$ cat config.mk
export PLATFORM = sky130hd
export DESIGN_NAME = intc_accept
export DESIGN_NICKNAME = d
export VERILOG_FILES = /design/src/logic/intc_pkg.sv /design/src/logic/intc_accept.sv
export SDC_FILE = /design/constraint.sdc
export NUM_CORES = 1
export LEC_CHECK = 0
export ABC_CLOCK_PERIOD_IN_PS = 21100
export BUFFER_PORTS_ARGS = -buffer_cell sky130_fd_sc_hd__buf_2
export CAP_MARGIN = 10
export CORE_ASPECT_RATIO = 0.8
export CORE_UTILIZATION = 35
export DETAILED_ROUTE_END_ITERATION = 7
export SLEW_MARGIN = 25
export SYNTH_ARGS = -nofsm -noshare
export SYNTH_HDL_FRONTEND = slang
export SYNTH_SLANG_ARGS = --single-unit
export TNS_END_PERCENT = 30
$ cat constraint.sdc
create_clock -name i_clock -period 21.1 [get_ports i_clock]
set_input_delay 4.22 -clock i_clock [delete_from_list [all_inputs] [get_ports i_clock]]
set_output_delay 4.22 -clock i_clock [all_outputs]
set_load 0.02 [all_outputs]
$ cat src/logic/intc_pkg.sv
// constants, register map and state encoding for the interrupt flag acceptance unit
// assumes one 250 MHz clock and a word-indexed register port
// Operation
// - maskable requests blocked while enable flag is 0, allowed while 1
// - every acknowledge clears the enable flag
// - stack select flag 0 picks interrupt stack pointer, 1 picks user stack pointer
// - stack select cleared on hardware acknowledge and software interrupts 0 to 31
// - processor priority level is three bits, levels 0 to 7
// - maskable request accepted only if its priority exceeds the processor level
// - reserved flag bit is written as 0, reads carry no meaning
// - fixed interrupt vectors come from table at 0FFDCh to 0FFFFh
// - saved context goes to internal RAM starting at 00400h
// - sixty-nine vectors, seven selectable priority levels
// - sixteen external sources: eight pin interrupts and eight key inputs
package intc_pkg;
  // ----------------------------------------
  // register map (word index)
  // ----------------------------------------
  localparam int ADDR_W = 4;
  localparam int DATA_W = 32;
  localparam logic [3:0] A_FLAG = 4'h0;
  localparam logic [3:0] A_INT_SP = 4'h1;
  localparam logic [3:0] A_USR_SP = 4'h2;
  localparam logic [3:0] A_VTB = 4'h3;
  localparam logic [3:0] A_PRIO_LO = 4'h4;
  localparam logic [3:0] A_PRIO_HI = 4'h5;
  localparam logic [3:0] A_STAT = 4'h6;
  localparam logic [3:0] A_CLR = 4'h7;
  localparam logic [3:0] A_EN = 4'h8;
  // ----------------------------------------
  // flag layout
  // ----------------------------------------
  localparam int FLAG_W = 16;
  localparam int BIT_I = 6;
  localparam int BIT_U = 7;
  localparam int LEVEL_LSB = 12;
  localparam int LEVEL_W = 3;
  localparam int BIT_RSV = 15;
  localparam logic [15:0] FLAG_RST = 16'h0000;
  // ----------------------------------------
  // memory map
  // ----------------------------------------
  localparam int AW = 20;
  localparam logic [19:0] RAM_BASE = 20'h00400;
  localparam logic [19:0] INT_SP_RST = 20'h01C00;
  localparam logic [19:0] USR_SP_RST = 20'h01C00;
  localparam logic [19:0] VTB_RST = 20'h0FD00;
  localparam logic [19:0] FIX_BASE = 20'h0FFDC;
  localparam logic [19:0] FIX_TOP = 20'h0FFFF;
  localparam logic [19:0] PUSH_STEP = 20'h00002;
  // ----------------------------------------
  // sources and vectors
  // ----------------------------------------
  localparam int SRC_N = 16;
  localparam int FIX_N = 9;
  localparam int VEC_N = 69;
  localparam int VAR_N = VEC_N - FIX_N;
  localparam int NUM_W = 7;
  localparam int SWI_W = 6;
  localparam logic [5:0] SWI_U_MAX = 6'h1F;
  localparam logic [6:0] EXT_VEC0 = 7'h20;
  localparam int PRIO_FLD = 4;
  // ----------------------------------------
  // status events
  // ----------------------------------------
  localparam int EV_W = 4;
  localparam int ST_EXT = 0;
  localparam int ST_FIX = 1;
  localparam int ST_SWI = 2;
  localparam int ST_OVF = 3;
  typedef enum logic [1:0] {
    S_IDLE = 2'b00,
    S_PUSH = 2'b01,
    S_VEC = 2'b11
  } state_t;
endpackage : intc_pkg

$ cat src/logic/intc_accept.sv
// interrupt acceptance unit: flags, priority compare, stack push and vector fetch address
// assumes requests and strobes synchronous to i_clock; core raises i_boundary between instructions
//
// The plain strobed port and the register addresses were left to the implementer.
`timescale 1ns/1ns
module intc_accept
  import intc_pkg::*;
(
  input wire logic i_clock,
  input wire logic i_nrst,
  input wire logic [ADDR_W-1:0] i_addr,
  input wire logic [DATA_W-1:0] i_wdata,
  input wire logic i_wr,
  input wire logic i_rd,
  output logic [DATA_W-1:0] o_rdata,
  input wire logic [SRC_N-1:0] i_ext_req,
  input wire logic [FIX_N-1:0] i_fix_req,
  input wire logic i_swi_valid,
  input wire logic [SWI_W-1:0] i_swi_num,
  input wire logic i_boundary,
  output logic o_push_valid,
  output logic [AW-1:0] o_push_addr,
  output logic [FLAG_W-1:0] o_push_data,
  output logic o_vec_valid,
  output logic [AW-1:0] o_vec_addr,
  output logic [NUM_W-1:0] o_vec_num,
  output logic o_flag_i,
  output logic o_flag_u,
  output logic [LEVEL_W-1:0] o_processor_priority_level,
  output logic [AW-1:0] o_sp,
  output logic o_irq
);

  // ----------------------------------------
  // functions
  // ----------------------------------------
  function automatic logic [LEVEL_W-1:0] prio_of(
    input logic [2*DATA_W-1:0] p,
    input int k
  );
    prio_of = p[k*PRIO_FLD +: LEVEL_W];
  endfunction : prio_of

  function automatic logic [AW-1:0] vec_of(
    input logic [AW-1:0] base,
    input logic [NUM_W-1:0] n
  );
    vec_of = base + {11'h000, n, 2'h0};
  endfunction : vec_of

  // ----------------------------------------
  // state
  // ----------------------------------------
  state_t state_reg;
  logic [FLAG_W-1:0] flag_reg;
  logic [AW-1:0] int_sp_reg;
  logic [AW-1:0] usr_sp_reg;
  logic [AW-1:0] vtb_reg;
  logic [DATA_W-1:0] prio_lo_reg;
  logic [DATA_W-1:0] prio_hi_reg;
  logic [EV_W-1:0] sts_reg;
  logic [EV_W-1:0] en_reg;
  logic [AW-1:0] vec_addr_reg;
  logic [NUM_W-1:0] vec_num_reg;

  logic [2*DATA_W-1:0] prio_all;
  logic [LEVEL_W-1:0] processor_priority_level;
  logic fix_hit;
  logic [3:0] fix_idx;
  logic ext_found;
  logic ext_hit;
  logic [3:0] ext_idx;
  logic [LEVEL_W-1:0] ext_pr;
  logic swi_ok;
  logic use_fix;
  logic use_swi;
  logic use_ext;
  logic take;
  logic clr_u;
  logic [FLAG_W-1:0] flag_next;
  logic push_u;
  logic [AW-1:0] sp_sel;
  logic [AW-1:0] sp_next;
  logic [NUM_W-1:0] num_next;
  logic [AW-1:0] addr_next;
  logic [EV_W-1:0] ev;
  logic [EV_W-1:0] sts_next;
  logic wr_flag;

  assign prio_all = {prio_hi_reg, prio_lo_reg};
  assign processor_priority_level = flag_reg[LEVEL_LSB +: LEVEL_W];
  assign wr_flag = i_wr && (i_addr == A_FLAG);

  // ----------------------------------------
  // request selection
  // ----------------------------------------
  always_comb begin
    fix_hit = 1'b0;
    fix_idx = 4'h0;
    for (int k = FIX_N - 1; k >= 0; k--) begin
      if (i_fix_req[k]) begin
        fix_hit = 1'b1;
        fix_idx = 4'(k);
      end
    end
  end

  // a source priority of 0 can never beat any level, so 0 disables it
  always_comb begin
    ext_found = 1'b0;
    ext_idx = 4'h0;
    ext_pr = processor_priority_level;
    for (int k = 0; k < SRC_N; k++) begin
      if (i_ext_req[k] && (prio_of(prio_all, k) > ext_pr)) begin
        ext_found = 1'b1;
        ext_idx = 4'(k);
        ext_pr = prio_of(prio_all, k);
      end
    end
  end

  assign ext_hit = ext_found && flag_reg[BIT_I];
  assign swi_ok = i_swi_valid && (32'(i_swi_num) < VAR_N);
  // fixed requests are non-maskable and win; the instruction beats maskable requests
  assign use_fix = fix_hit;
  assign use_swi = !fix_hit && swi_ok;
  assign use_ext = !fix_hit && !swi_ok && ext_hit;
  assign take = (state_reg == S_IDLE) && i_boundary && (use_fix || use_swi || use_ext);
  assign clr_u = use_fix || use_ext || (use_swi && (i_swi_num <= SWI_U_MAX));

  // ----------------------------------------
  // flag update on acknowledge
  // ----------------------------------------
  always_comb begin
    flag_next = flag_reg;
    flag_next[BIT_I] = 1'b0;
    if (clr_u) begin
      flag_next[BIT_U] = 1'b0;
    end
    if (use_ext) begin
      flag_next[LEVEL_LSB +: LEVEL_W] = ext_pr;
    end
  end

  assign push_u = flag_next[BIT_U];
  assign sp_sel = push_u ? usr_sp_reg : int_sp_reg;
  assign sp_next = sp_sel - PUSH_STEP;

  always_comb begin
    if (use_fix) begin
      num_next = 7'(VAR_N) + {3'h0, fix_idx};
      addr_next = vec_of(FIX_BASE, {3'h0, fix_idx});
    end else if (use_swi) begin
      num_next = {1'b0, i_swi_num};
      addr_next = vec_of(vtb_reg, {1'b0, i_swi_num});
    end else begin
      num_next = EXT_VEC0 + {3'h0, ext_idx};
      addr_next = vec_of(vtb_reg, EXT_VEC0 + {3'h0, ext_idx});
    end
  end

  // ----------------------------------------
  // sequencer: accept, push old flags, present vector
  // ----------------------------------------
  always_ff @(posedge i_clock or negedge i_nrst) begin
    if (!i_nrst) begin
      state_reg <= S_IDLE;
    end else begin
      case (state_reg)
        S_IDLE: begin
          if (take) begin
            state_reg <= S_PUSH;
          end
        end
        S_PUSH: begin
          state_reg <= S_VEC;
        end
        S_VEC: begin
          state_reg <= S_IDLE;
        end
        default: begin
          state_reg <= S_IDLE;
        end
      endcase
    end
  end

  // acknowledge outranks a software write landing in the same cycle
  always_ff @(posedge i_clock or negedge i_nrst) begin
    if (!i_nrst) begin
      flag_reg <= FLAG_RST;
    end else if (take) begin
      flag_reg <= flag_next;
    end else if (wr_flag) begin
      flag_reg <= {1'b0, i_wdata[FLAG_W-2:0]};
    end
  end

  always_ff @(posedge i_clock or negedge i_nrst) begin
    if (!i_nrst) begin
      int_sp_reg <= INT_SP_RST;
      usr_sp_reg <= USR_SP_RST;
    end else begin
      if (take && !push_u) begin
        int_sp_reg <= sp_next;
      end else if (i_wr && (i_addr == A_INT_SP)) begin
        int_sp_reg <= i_wdata[AW-1:0];
      end
      if (take && push_u) begin
        usr_sp_reg <= sp_next;
      end else if (i_wr && (i_addr == A_USR_SP)) begin
        usr_sp_reg <= i_wdata[AW-1:0];
      end
    end
  end

  always_ff @(posedge i_clock or negedge i_nrst) begin
    if (!i_nrst) begin
      o_push_valid <= 1'b0;
      o_push_addr <= '0;
      o_push_data <= FLAG_RST;
      vec_addr_reg <= '0;
      vec_num_reg <= '0;
    end else begin
      o_push_valid <= take;
      if (take) begin
        o_push_addr <= sp_next;
        o_push_data <= flag_reg;
        vec_addr_reg <= addr_next;
        vec_num_reg <= num_next;
      end
    end
  end

  always_ff @(posedge i_clock or negedge i_nrst) begin
    if (!i_nrst) begin
      o_vec_valid <= 1'b0;
      o_vec_addr <= '0;
      o_vec_num <= '0;
    end else begin
      o_vec_valid <= (state_reg == S_PUSH);
      if (state_reg == S_PUSH) begin
        o_vec_addr <= vec_addr_reg;
        o_vec_num <= vec_num_reg;
      end
    end
  end

  always_ff @(posedge i_clock or negedge i_nrst) begin
    if (!i_nrst) begin
      o_flag_i <= 1'b0;
      o_flag_u <= 1'b0;
      o_processor_priority_level <= '0;
      o_sp <= INT_SP_RST;
    end else begin
      o_flag_i <= flag_reg[BIT_I];
      o_flag_u <= flag_reg[BIT_U];
      o_processor_priority_level <= processor_priority_level;
      o_sp <= flag_reg[BIT_U] ? usr_sp_reg : int_sp_reg;
    end
  end

  // ----------------------------------------
  // configuration registers
  // ----------------------------------------
  always_ff @(posedge i_clock or negedge i_nrst) begin
    if (!i_nrst) begin
      vtb_reg <= VTB_RST;
      prio_lo_reg <= '0;
      prio_hi_reg <= '0;
      en_reg <= '0;
    end else if (i_wr) begin
      case (i_addr)
        A_VTB: vtb_reg <= i_wdata[AW-1:0];
        A_PRIO_LO: prio_lo_reg <= i_wdata;
        A_PRIO_HI: prio_hi_reg <= i_wdata;
        A_EN: en_reg <= i_wdata[EV_W-1:0];
        default: begin
        end
      endcase
    end
  end

  // ----------------------------------------
  // event status and interrupt line
  // ----------------------------------------
  always_comb begin
    ev = '0;
    ev[ST_EXT] = take && use_ext;
    ev[ST_FIX] = take && use_fix;
    ev[ST_SWI] = take && use_swi;
    // a push below the RAM floor still happens; software learns of it here
    ev[ST_OVF] = take && (sp_next < RAM_BASE);
    sts_next = sts_reg;
    if (i_wr && (i_addr == A_CLR)) begin
      sts_next = sts_reg & ~i_wdata[EV_W-1:0];
    end
    sts_next = sts_next | ev;
  end

  always_ff @(posedge i_clock or negedge i_nrst) begin
    if (!i_nrst) begin
      sts_reg <= '0;
      o_irq <= 1'b0;
    end else begin
      sts_reg <= sts_next;
      o_irq <= |(sts_reg & en_reg);
    end
  end

  // ----------------------------------------
  // read port
  // ----------------------------------------
  always_ff @(posedge i_clock or negedge i_nrst) begin
    if (!i_nrst) begin
      o_rdata <= '0;
    end else if (i_rd) begin
      case (i_addr)
        A_FLAG: o_rdata <= {17'h00000, flag_reg[FLAG_W-2:0]};
        A_INT_SP: o_rdata <= {12'h000, int_sp_reg};
        A_USR_SP: o_rdata <= {12'h000, usr_sp_reg};
        A_VTB: o_rdata <= {12'h000, vtb_reg};
        A_PRIO_LO: o_rdata <= prio_lo_reg;
        A_PRIO_HI: o_rdata <= prio_hi_reg;
        A_STAT: o_rdata <= {28'h0000000, sts_reg};
        A_EN: o_rdata <= {28'h0000000, en_reg};
        default: o_rdata <= '0;
      endcase
    end else begin
      o_rdata <= '0;
    end
  end
endmodule : intc_accept

==> summary.md, run 1 <==
| Metric | Value |
|---|---|
| Failing checks | `negative setup slack` |
| Overflow after GRT | `0` |
| DR vias/cell | `5.58` |
| CP startpoint kind | `input pin` |
| Critical Path RT | `21.59 ns` |
| Core Util, Final | `a little under 50%` |
| Yosys cell types | `94` |
| Post-DP HPWL | `42400 um` |
| Gate Count Post-Synth | `1693` |
| Cell Area, Placed | `roughly 19000 um^2` |
| Critical path class | `in -> reg` |
| Register area share after synthesis | `46.2%` |
| Final worst path period need | `24.37 ns` |
| HP Class | `reg -> reg` |
| Most used cell, CP | `buf_4` |
| Die H | `slightly below 200 um` |
| Leak Pwr | `9.98 nW` |
| Most frequent cells after synthesis | `282 x dfrtp_1, 275 x nand2_1, 107 x nor2_1` |
| Initial DRC count | `1377` |
| PwrDens | `169 nW/um^2` |
| Initial Util | `35.5%` |
| Worst-Margin Slew | `around 0.95 ns` |
| Slowest CP cell | `or4_1` |
| Number of flops mapped to enable cells by yosys | `0` |
| Post-Route WL | `~61000 um` |
| Die span in x | `242 um` |
| Synth area leader | `dfrtp_1` |
| Max Freq | `between 40 and 50 MHz` |
| Vias | `15362` |
| Share of layout cells above drive strength 1 | `between 30 and 40%` |
| Post-synth top flop | `dfrtp_1` |
| Sw frac | `40.3%` |
| Post-synth top area share | `43.6%` |
| Layout net count | `roughly 2200` |
| Mean Syn Cell Area | `roughly 9.6 um^2` |
| CTS Buf Count | `34` |
| Most instantiated library cell after synthesis | `dfrtp_1` |
| Clk buf depth | `3` |
| Largest net degree at the start of global routing | `between 90 and 100` |
| Sequential share of power | `25.2%` |
| Worst vdd ir | `about 0.00009 V` |
| Max incr delay on CP | `roughly 0.4 ns` |
| IO Pins | `196` |
| MaxCap Viol Count | `0` |
| Core area | `~46000 um^2` |
| Drt drc | `0` |
| Final Hold Viols | `0` |
| Cell area after layout | `~22000 um^2` |
| Int Power | `2.22 mW` |
| Final ANT Viol Nets | `0` |
| First-pass GRT wire length | `91600 um` |
| Syn nets | `1801` |
| Root Buffer | `clkbuf_16` |
| Endpoints failing setup | `119` |
| Initial antenna violation count | `2` |
| Max_slew headroom | `36.6%` |
| IO buf count | `194` |
| Clk pin slew, worst setup/hold paths | `0.07 ns` |
| Total Routing Usage GR | `25.2%` |
| Critical path peak fanout | `7` |
| RSZ-0062 raised after global routing | `true` |
| DP Worst Slack | `-3.93 ns` |
| Clk sinks | `just under 300` |
| Pre-antenna DRT Iters | `6` |
| CP delay by family, top | `compound AO/OA/AOI/OAI gates` |
| Largest cells by area after synthesis | `dfrtp_1 44%, mux2_2 7.0%, nand2_1 6.4%` |
| Tcrit/Tclk final | `115%` |
| Wire per inst | `22.0 um` |
| Synth Warn # | `0` |
| Buf/Inv on CP | `22` |
| CTS tree | `built` |
| CTS HTree Levels | `2` |
| Worst Path Arrival | `24.86 ns` |
| Vias in the first global route | `between 10000 and 15000` |
| Area Growth Syn to Fin | `36.1%` |
| FFs w/ async S/R, synth | `100%` |
| Die area | `~47000 um^2` |
| Comb pwr share | `57.1%` |
| Latest clock arrival within the worst-skew pair | `0.56 ns` |
| Endpoint class of the critical path | `flop` |
| RePlAce Congestion | `0.927` |
| Site Rows | `70` |
| Clock power frac | `about 18%` |
| Syn Std Cell Area | `16200 um^2` |
| Switching pwr | `roughly 1.5 mW` |
| Setup slack after layout | `-3.27 ns` |
| Flops & latches, synth | `between 200 and 300` |
| Max-slew violations | `0` |
| Clock skew | `0.0208 ns` |
| Status | `finished, violations left` |
## final cells by class
| class | count | area, um^2 |
|---|---|---|
| clock buffers | 45 | 1020 |
| diodes | 4 | 10.0 |
| repair buffers | 481 | 3280 |
| fillers | 4243 | 23600 |
| clock inverters | 16 | 226 |
| flip-flops and latches | 298 | 7480 |
| inverters | 41 | 156 |
| multi-input cells | 1254 | 9120 |
| well taps | 612 | 766 |
## cells in the final DEF (no fill, tap or decap), types with 37 or more instances in the layout
cell / Yosys / final
clkbuf_16: 0 / 37
o21ai_0: 57 / 39
a21oi_1: 93 / 77
nor2_1: 107 / 78
and3_1: 40 / 38
nand2_1: 275 / 269
inv_1: 39 / 39
dfrtp_1: 282 / 282
a22oi_1: 68 / 67
buf_2: 22 / 192
a211oi_1: 40 / 40
buf_4: 3 / 264
mux2_2: 101 / 98
## layer usage
layer,part of all wire (%),GRT usage [%]
met1,45,36.1
met2,44,37.9
met3,7.9,5.15
met4,2.8,7.81
met5,0,0
## kinds of logic (layout without fill, tap and decap cells)
group	Yosys count	count (layout)	synth area share, %
XOR/XNOR	44	44	2.38
multiplexers	122	122	8.38
buffers and inverters	141	583	3.55
other	1	5	0.0232
AO/OA/AOI/OAI	450	450	19.1
adder cells (fa/ha/maj)	44	44	3.32
flip-flops	298	298	46.2
AND/OR/NAND/NOR	593	593	17.0
## power by group through the flow
stage / Sequential, mW / Combinational (mW) / Clock (mW)
after floorplan: 0.957 / 0.980 / 0
after global placement: 0.929 / 1.67 / 0
after detailed placement: 0.933 / 1.70 / 0
after CTS: 0.928 / 1.93 / 0.671
after global routing: 0.958 / 2.29 / 0.690
final: 0.940 / 2.13 / 0.658
## stage by stage
stage	instances	hold WS [ns]	setup TNS [ns]	power, mW
3_5_place_dp	2569	0.440	-358.49	2.63
2_1_floorplan	1693	0.352	-279.03	1.94
5_1_grt	2749	0.491	-396.16	3.94
6_report	2751	0.462	-287.50	3.72
3_3_place_gp	2569	0.424	-295.08	2.60
4_1_cts	2736	0.448	-263.13	3.53
## worst register-to-register path, delay by kind of cell (launching register included)
family,cells,cell delay [ns]
AOI/OAI and AO/OA,37,6.16
muxes,5,1.21
adders and majority gates,19,5.23
DFF,1,0.43
and+or+nand+nor,43,5.81
xor gates and xnor gates,1,0.12
buffers and inverters,22,2.78
## path summary, 6_finish.rpt
| check | startpoint | end | slack, ns | depth (start not counted) |
|---|---|---|---|---|
| worst max-delay path | i_ext_req[0] | sts_reg[3] | -3.27 | 125 |
| worst min-delay path | o_push_data[3] | o_push_data[3] | 0.46 | 2 |
| worst max register to register | flag_reg[13] | sts_reg[3] | -0.71 | 127 |
| worst min register to register | o_push_data[3] | o_push_data[3] | 0.46 | 2 |
| max in group asynchronous | i_nrst | prio_lo_reg[16] | 15.96 | 2 |
| min in group asynchronous | i_nrst | o_vec_valid | 3.70 | 1 |
## timing repair
| action | 4_1_cts | 5_1_grt |
|---|---|---|
| buffers inserted | 108 | 25 |
| setup endpoints to repair | 119 | 119 |
| pin swaps | 85 | 86 |
| resized for setup | 53 | 88 |
| hold buffers | 0 | 0 |
Power figures use the tool's default switching activity.
==> run 2, diff against run 1 <==
--- a/config.mk
+++ b/config.mk
@@ -10,6 +10,7 @@
 export CAP_MARGIN = 10
 export CORE_ASPECT_RATIO = 0.8
 export CORE_UTILIZATION = 35
+export CTS_BUF_LIST = sky130_fd_sc_hd__clkbuf_4 sky130_fd_sc_hd__clkbuf_8 sky130_fd_sc_hd__clkbuf_16
 export DETAILED_ROUTE_END_ITERATION = 7
 export SLEW_MARGIN = 25
 export SYNTH_ARGS = -nofsm -noshare
==> summary.md, run 2 (synthesis results as in run 1) <==
| Metric | Value |
|---|---|
| Drt drc | `0 (unchanged)` |
| Final worst path period need | `24.36 ns (was 24.37 ns)` |
| Leak Pwr | `9.99 nW (was 9.98 nW)` |
| Sw frac | `40.2% (was 40.3%)` |
| Tcrit/Tclk final | `115% (about the same)` |
| Clk sinks | `298 (unchanged)` |
| Slowest CP cell | `or4_1 (unchanged)` |
| Max-slew violations | `0 (unchanged)` |
| Worst vdd ir | `0.0000906 V (was 0.0000905 V)` |
| IO Pins | `196 (unchanged)` |
| Die span in x | `242 um (unchanged)` |
| Reg2Reg Depth | `127 (unchanged)` |
| Critical path peak fanout | `7 (unchanged)` |
| Worst Path Arrival | `24.85 ns (was 24.86 ns)` |
| Post-DP HPWL | `42400 um (unchanged)` |
| Post-CTS Hold Fix Bufs | `0 (unchanged)` |
| Endpoint class of the critical path | `flop (unchanged)` |
| RePlAce Congestion | `0.927 (unchanged)` |
| Initial Util | `35.5% (unchanged)` |
| Area Growth Syn to Fin | `36.2% (was 36.1%)` |
| IO buf count | `194 (unchanged)` |
| CTS HTree Levels | `2 (unchanged)` |
| PnR Total Power | `3.73 mW (was 3.72 mW)` |
| Critical Path RT | `21.59 ns (about the same)` |
| Final ANT Viol Nets | `0 (unchanged)` |
| CP startpoint | `i_ext_req[0] (unchanged)` |
| CTS tree | `built (unchanged)` |
| Vias | `15324 (was 15362)` |
| Clock skew | `0.0205 ns (was 0.0208 ns)` |
| Comb pwr share | `57.0% (was 57.1%)` |
| Sequential share of power | `25.2% (about the same)` |
| Layout net count | `2218 (unchanged)` |
| Most used cell, CP | `buf_4 (unchanged)` |
| Status | `finished, violations left (unchanged)` |
| PwrDens | `169 nW/um^2 (about the same)` |
| Site Rows | `70 (unchanged)` |
| Total Routing Usage GR | `25.2% (about the same)` |
| CTS Buf Count | `34 (unchanged)` |
| Die area | `47100 um^2 (unchanged)` |
| Share of layout cells above drive strength 1 | `39.6% (was 39.5%)` |
| Max incr delay on CP | `0.40 ns (about the same)` |
| Final Hold Viols | `0 (unchanged)` |
| Latest clock arrival within the worst-skew pair | `0.56 ns (about the same)` |
| Failing checks | `negative setup slack (unchanged)` |
| Pre-antenna DRT Iters | `8 (was 6)` |
| CP startpoint kind | `input pin (unchanged)` |
| Critical path class | `in -> reg (unchanged)` |
| Setup slack after layout | `-3.26 ns (was -3.27 ns)` |
| Switching pwr | `1.50 mW (about the same)` |
| Int Power | `2.23 mW (was 2.22 mW)` |
| HP Class | `reg -> reg (unchanged)` |
| Largest net degree at the start of global routing | `95 (unchanged)` |
| Clk pin slew, worst setup/hold paths | `0.07 ns (about the same)` |
| Die H | `194 um (unchanged)` |
| Worst r2r src | `flag_reg[13] (unchanged)` |
| Root Buffer | `clkbuf_16 (unchanged)` |
| Overflow after GRT | `0 (unchanged)` |
| MaxCap Viol Count | `0 (unchanged)` |
| Endpoints failing setup | `119 (unchanged)` |
| Max_slew headroom | `36.6% (about the same)` |
| Post-Route WL | `60500 um (about the same)` |
| Clk buf depth | `3 (unchanged)` |
| RSZ-0062 raised after global routing | `true (unchanged)` |
| R2R Path End | `sts_reg[3] (unchanged)` |
| Core area | `45600 um^2 (unchanged)` |
| Wire per inst | `22.0 um (about the same)` |
| First-pass GRT wire length | `91600 um (about the same)` |
| Initial antenna violation count | `2 (unchanged)` |
| DR vias/cell | `5.57 (was 5.58)` |
| Setup crit end | `sts_reg[3] (unchanged)` |
| R2R setup slack | `-0.68 ns (was -0.71 ns)` |
| Most frequent cells in the layout | `282 x dfrtp_1, 269 x nand2_1, 264 x buf_4 (unchanged)` |
| Commonest non-fill, non-tap cell in the layout | `dfrtp_1 (unchanged)` |
| Max Freq | `41.1 MHz (was 41.0 MHz)` |
| Vias in the first global route | `14886 (was 14883)` |
| Worst-Margin Slew | `0.948 ns (about the same)` |
| Clock power frac | `17.7% (about the same)` |
| Core Util, Final | `48.3% (about the same)` |
| Initial DRC count | `1410 (was 1377)` |
-- run 2: power groups by stage --
stage               registers [mW]  clock network, mW  logic, mW
floorplan                    0.957                  0      0.980
global placement             0.929                  0       1.67
detailed placement           0.933                  0       1.70
CTS                          0.928              0.674       1.93
global route                 0.958              0.693       2.29
finish                       0.940              0.661       2.13
-- run 2: metrics by stage --
stage / std cells / setup TNS [ns] / hold WS [ns] / instance area (um^2) / worst slack [ns]
CTS: 2736 / -263.00 / 0.448 / 21500 / -3.05
detailed placement: 2569 / -358.49 / 0.440 / 19300 / -3.93
global placement: 2569 / -295.08 / 0.424 / 19300 / -3.33
finish: 2752 / -287.51 / 0.462 / 22100 / -3.26
floorplan: 1693 / -279.03 / 0.352 / 16600 / -3.60
global route: 2749 / -395.44 / 0.491 / 22000 / -4.16
-- run 2: how the worst min path moves through the flow --
stage / endpoint / start / depth (start not counted)
after CTS: state_reg[0] / state_reg[1] / 1
after floorplan: o_flag_u / flag_reg[7] / 0
after detailed placement: state_reg[0] / state_reg[1] / 1
final: o_push_data[3] / o_push_data[3] / 2
after global routing: state_reg[0] / state_reg[1] / 1
after global placement: state_reg[0] / state_reg[1] / 1
-- run 2: worst max-delay path: cells and delay by family --
family                     cells  cell delay, ns
xor gates and xnor gates       1            0.12
and+or+nand+nor               41            5.23
buffers and inverters         22            2.71
AOI/OAI and AO/OA             38            6.40
muxes                          5            1.20
adders and majority gates     18            4.93
-- run 2: cell type report --
cell class	instances	area, um^2
fillers	4241	23600
flip-flops and latches	298	7480
repair buffers	481	3280
diodes	5	12.5
well taps	612	766
multi-input cells	1254	9120
clock inverters	16	226
clock buffers	45	1020
inverters	41	156
-- run 2: repair_timing --
action	in CTS	in global routing
endpoints found under the setup margin	119	119
gates cloned	0	0
resized for setup	53	88
pin swaps	85	86
buffers inserted	108	25
-- run 2: routing by layer --
metal	up-vias	share of wire, %	routed length, um	track usage, %
met1	7633	45	27400	36.1
met4	0	3.0	1840	7.95
met5	-	0	0	0
li1	6985	-	-	-
met2	601	44	26700	37.9
met3	105	7.6	4620	5.12
==> run 3, diff against run 2 <==
--- a/config.mk
+++ b/config.mk
@@ -12,6 +12,7 @@
 export CORE_UTILIZATION = 35
 export CTS_BUF_LIST = sky130_fd_sc_hd__clkbuf_4 sky130_fd_sc_hd__clkbuf_8 sky130_fd_sc_hd__clkbuf_16
 export DETAILED_ROUTE_END_ITERATION = 7
+export RECOVER_POWER = 50
 export SLEW_MARGIN = 25
 export SYNTH_ARGS = -nofsm -noshare
 export SYNTH_HDL_FRONTEND = slang
==> summary.md, run 3 (synthesis results as in run 1) <==
| Metric | Value |
|---|---|
| Cell Area, Placed | `19300 um^2 (unchanged)` |
| Max_slew headroom | `-240% (was 36.6%)` |
| Share of layout cells above drive strength 1 | `35.9% (was 39.6%)` |
| CTS HTree Levels | `2 (unchanged)` |
| Slowest CP cell | `or4_1 (unchanged)` |
| Post-CTS Hold Fix Bufs | `0 (unchanged)` |
| Setup slack after layout | `-3.26 ns (about the same)` |
| Initial DRC count | `1505 (was 1410)` |
| Largest net degree at the start of global routing | `95 (unchanged)` |
| Hold Crit Depth | `2 (unchanged)` |
| Tcrit/Tclk final | `115% (about the same)` |
| Initial antenna violation count | `2 (unchanged)` |
| CTS Buf Count | `34 (unchanged)` |
| Layout net count | `2218 (unchanged)` |
| Final worst path period need | `24.36 ns (about the same)` |
| Vias | `15413 (was 15324)` |
| IO Pins | `196 (unchanged)` |
| Reg2Reg Depth | `127 (unchanged)` |
| Final ANT Viol Nets | `0 (unchanged)` |
| Number of fill cells | `4286 (was 4241)` |
| Max-slew violations | `262 (was 0)` |
| Worst r2r src | `flag_reg[13] (unchanged)` |
| First-pass GRT wire length | `91600 um (unchanged)` |
| Root Buffer | `clkbuf_16 (unchanged)` |
| R2R setup slack | `-0.70 ns (was -0.68 ns)` |
| Critical path peak fanout | `7 (unchanged)` |
| Core area | `45600 um^2 (unchanged)` |
| Die span in x | `242 um (unchanged)` |
| Site Rows | `70 (unchanged)` |
| Final Hold Viols | `0 (unchanged)` |
| Pre-antenna DRT Iters | `5 (was 8)` |
| Post-DP HPWL | `42400 um (unchanged)` |
| Clock skew | `0.0217 ns (was 0.0205 ns)` |
| Most used cell, CP | `buf_4 (unchanged)` |
| Overflow after GRT | `0 (unchanged)` |
| Initial Util | `35.5% (unchanged)` |
| Worst-Margin Slew | `5.10 ns (was 0.948 ns)` |
| Drt drc | `0 (unchanged)` |
| Wire per inst | `22.0 um (about the same)` |
| R2R Path End | `sts_reg[3] (unchanged)` |
| Vias in the first global route | `14886 (unchanged)` |
| MaxCap Viol Count | `4 (was 0)` |
| Worst vdd ir | `0.0000905 V (was 0.0000906 V)` |
| Latest clock arrival within the worst-skew pair | `0.56 ns (about the same)` |
| Worst Path Arrival | `24.85 ns (about the same)` |
| Critical Path RT | `21.59 ns (about the same)` |
| Max incr delay on CP | `0.40 ns (about the same)` |
| Worst Hold End | `o_push_data[3] (unchanged)` |
| Die H | `194 um (unchanged)` |
| Clk pin slew, worst setup/hold paths | `0.07 ns (about the same)` |
| Status | `finished, violations left (unchanged)` |
| Clk buf depth | `3 (unchanged)` |
| Core Util, Final | `48.1% (was 48.3%)` |
| Endpoint class of the critical path | `flop (unchanged)` |
| Total Routing Usage GR | `25.2% (unchanged)` |
| RSZ-0062 raised after global routing | `true (unchanged)` |
| Failing checks | `max-capacitance violations, max-slew violations, negative setup slack (was negative setup slack)` |
| Post-Route WL | `60600 um (was 60500 um)` |
| Endpoints failing setup | `119 (unchanged)` |
| IO buf count | `194 (unchanged)` |
| Clk sinks | `298 (unchanged)` |
| Die area | `47100 um^2 (unchanged)` |
| RePlAce Congestion | `0.927 (unchanged)` |
| Hold Crit Start | `o_push_data[3] (unchanged)` |
| CP startpoint kind | `input pin (unchanged)` |
| Area Growth Syn to Fin | `35.4% (was 36.2%)` |
| HP Class | `reg -> reg (unchanged)` |
| Commonest non-fill, non-tap cell in the layout | `dfrtp_1 (unchanged)` |
| Leak Pwr | `9.74 nW (was 9.99 nW)` |
| Most frequent cells in the layout | `282 x dfrtp_1, 270 x nand2_1, 259 x buf_4 (was 282 x dfrtp_1, 269 x nand2_1, 264 x buf_4)` |
| Max Freq | `41.1 MHz (about the same)` |
| Cell area after layout | `21900 um^2 (was 22100 um^2)` |
| CTS tree | `built (unchanged)` |
| PwrDens | `169 nW/um^2 (about the same)` |
| Critical path class | `in -> reg (unchanged)` |
| DR vias/cell | `5.60 (was 5.57)` |
-- run 3: layout make-up --
class | instances | area (um^2) | area share, %
tap | 612 | 766 | 3.49
antenna | 3 | 7.51 | 0.0342
clock inverter | 16 | 226 | 1.03
sequential | 298 | 7480 | 34.1
multi-input combinational | 1254 | 9110 | 41.5
inverter | 41 | 156 | 0.713
timing repair buffer | 481 | 3170 | 14.4
clock buffer | 45 | 1020 | 4.67
-- run 3: report_power, final --
group / switching [mW] / leakage (nW) / internal, mW
clock network: 0.255 / 0.613 / 0.405
logic: 1.05 / 5.50 / 1.06
registers: 0.194 / 3.63 / 0.747
total: 1.50 / 9.74 / 2.22
-- run 3: per-layer routing --
layer,vias up,GRT usage [%],part of all wire [%]
met5,-,0,0
met4,0,7.95,2.9
met3,107,5.12,8.0
met2,635,37.9,44
met1,7698,36.1,45
li1,6973,-,-
-- run 3: worst max-delay path by stage --
stage               slack (ns)    startpoint               end  depth (start not counted)
finish                   -3.26  i_ext_req[0]        sts_reg[3]                        125
global route             -4.16  i_ext_req[0]        sts_reg[3]                        121
CTS                      -3.05  i_ext_req[0]  vec_addr_reg[16]                        124
detailed placement       -3.93  i_ext_req[0]        sts_reg[3]                        119
global placement         -3.33  i_ext_req[0]        sts_reg[3]                        119
floorplan                -3.60  i_ext_req[0]        sts_reg[3]                        121
-- run 3: metrics by stage --
step	total power, mW	hold WS (ns)	setup TNS (ns)	cells	setup WS, ns
after CTS	3.53	0.448	-263.00	2736	-3.05
after detailed placement	2.63	0.440	-358.49	2569	-3.93
final	3.72	0.462	-288.30	2750	-3.26
after global placement	2.60	0.424	-295.08	2569	-3.33
after global routing	3.93	0.491	-395.49	2749	-4.16
after floorplan	1.94	0.352	-279.03	1693	-3.60
-- run 3: critical path, delay by kind of cell --
kind,cells,cell delay [ns]
AOI/OAI and AO/OA,38,6.38
xor gates and xnor gates,1,0.12
adders and majority gates,18,4.94
buffers and inverters,22,2.73
muxes,5,1.19
and+or+nand+nor,41,5.23
-- run 3: repair_timing --
action,4_1_cts,5_1_grt
setup endpoints to repair,119,119
cloned,0,0
gates resized for setup,53,88
buffers inserted,108,25
pin swaps,85,86
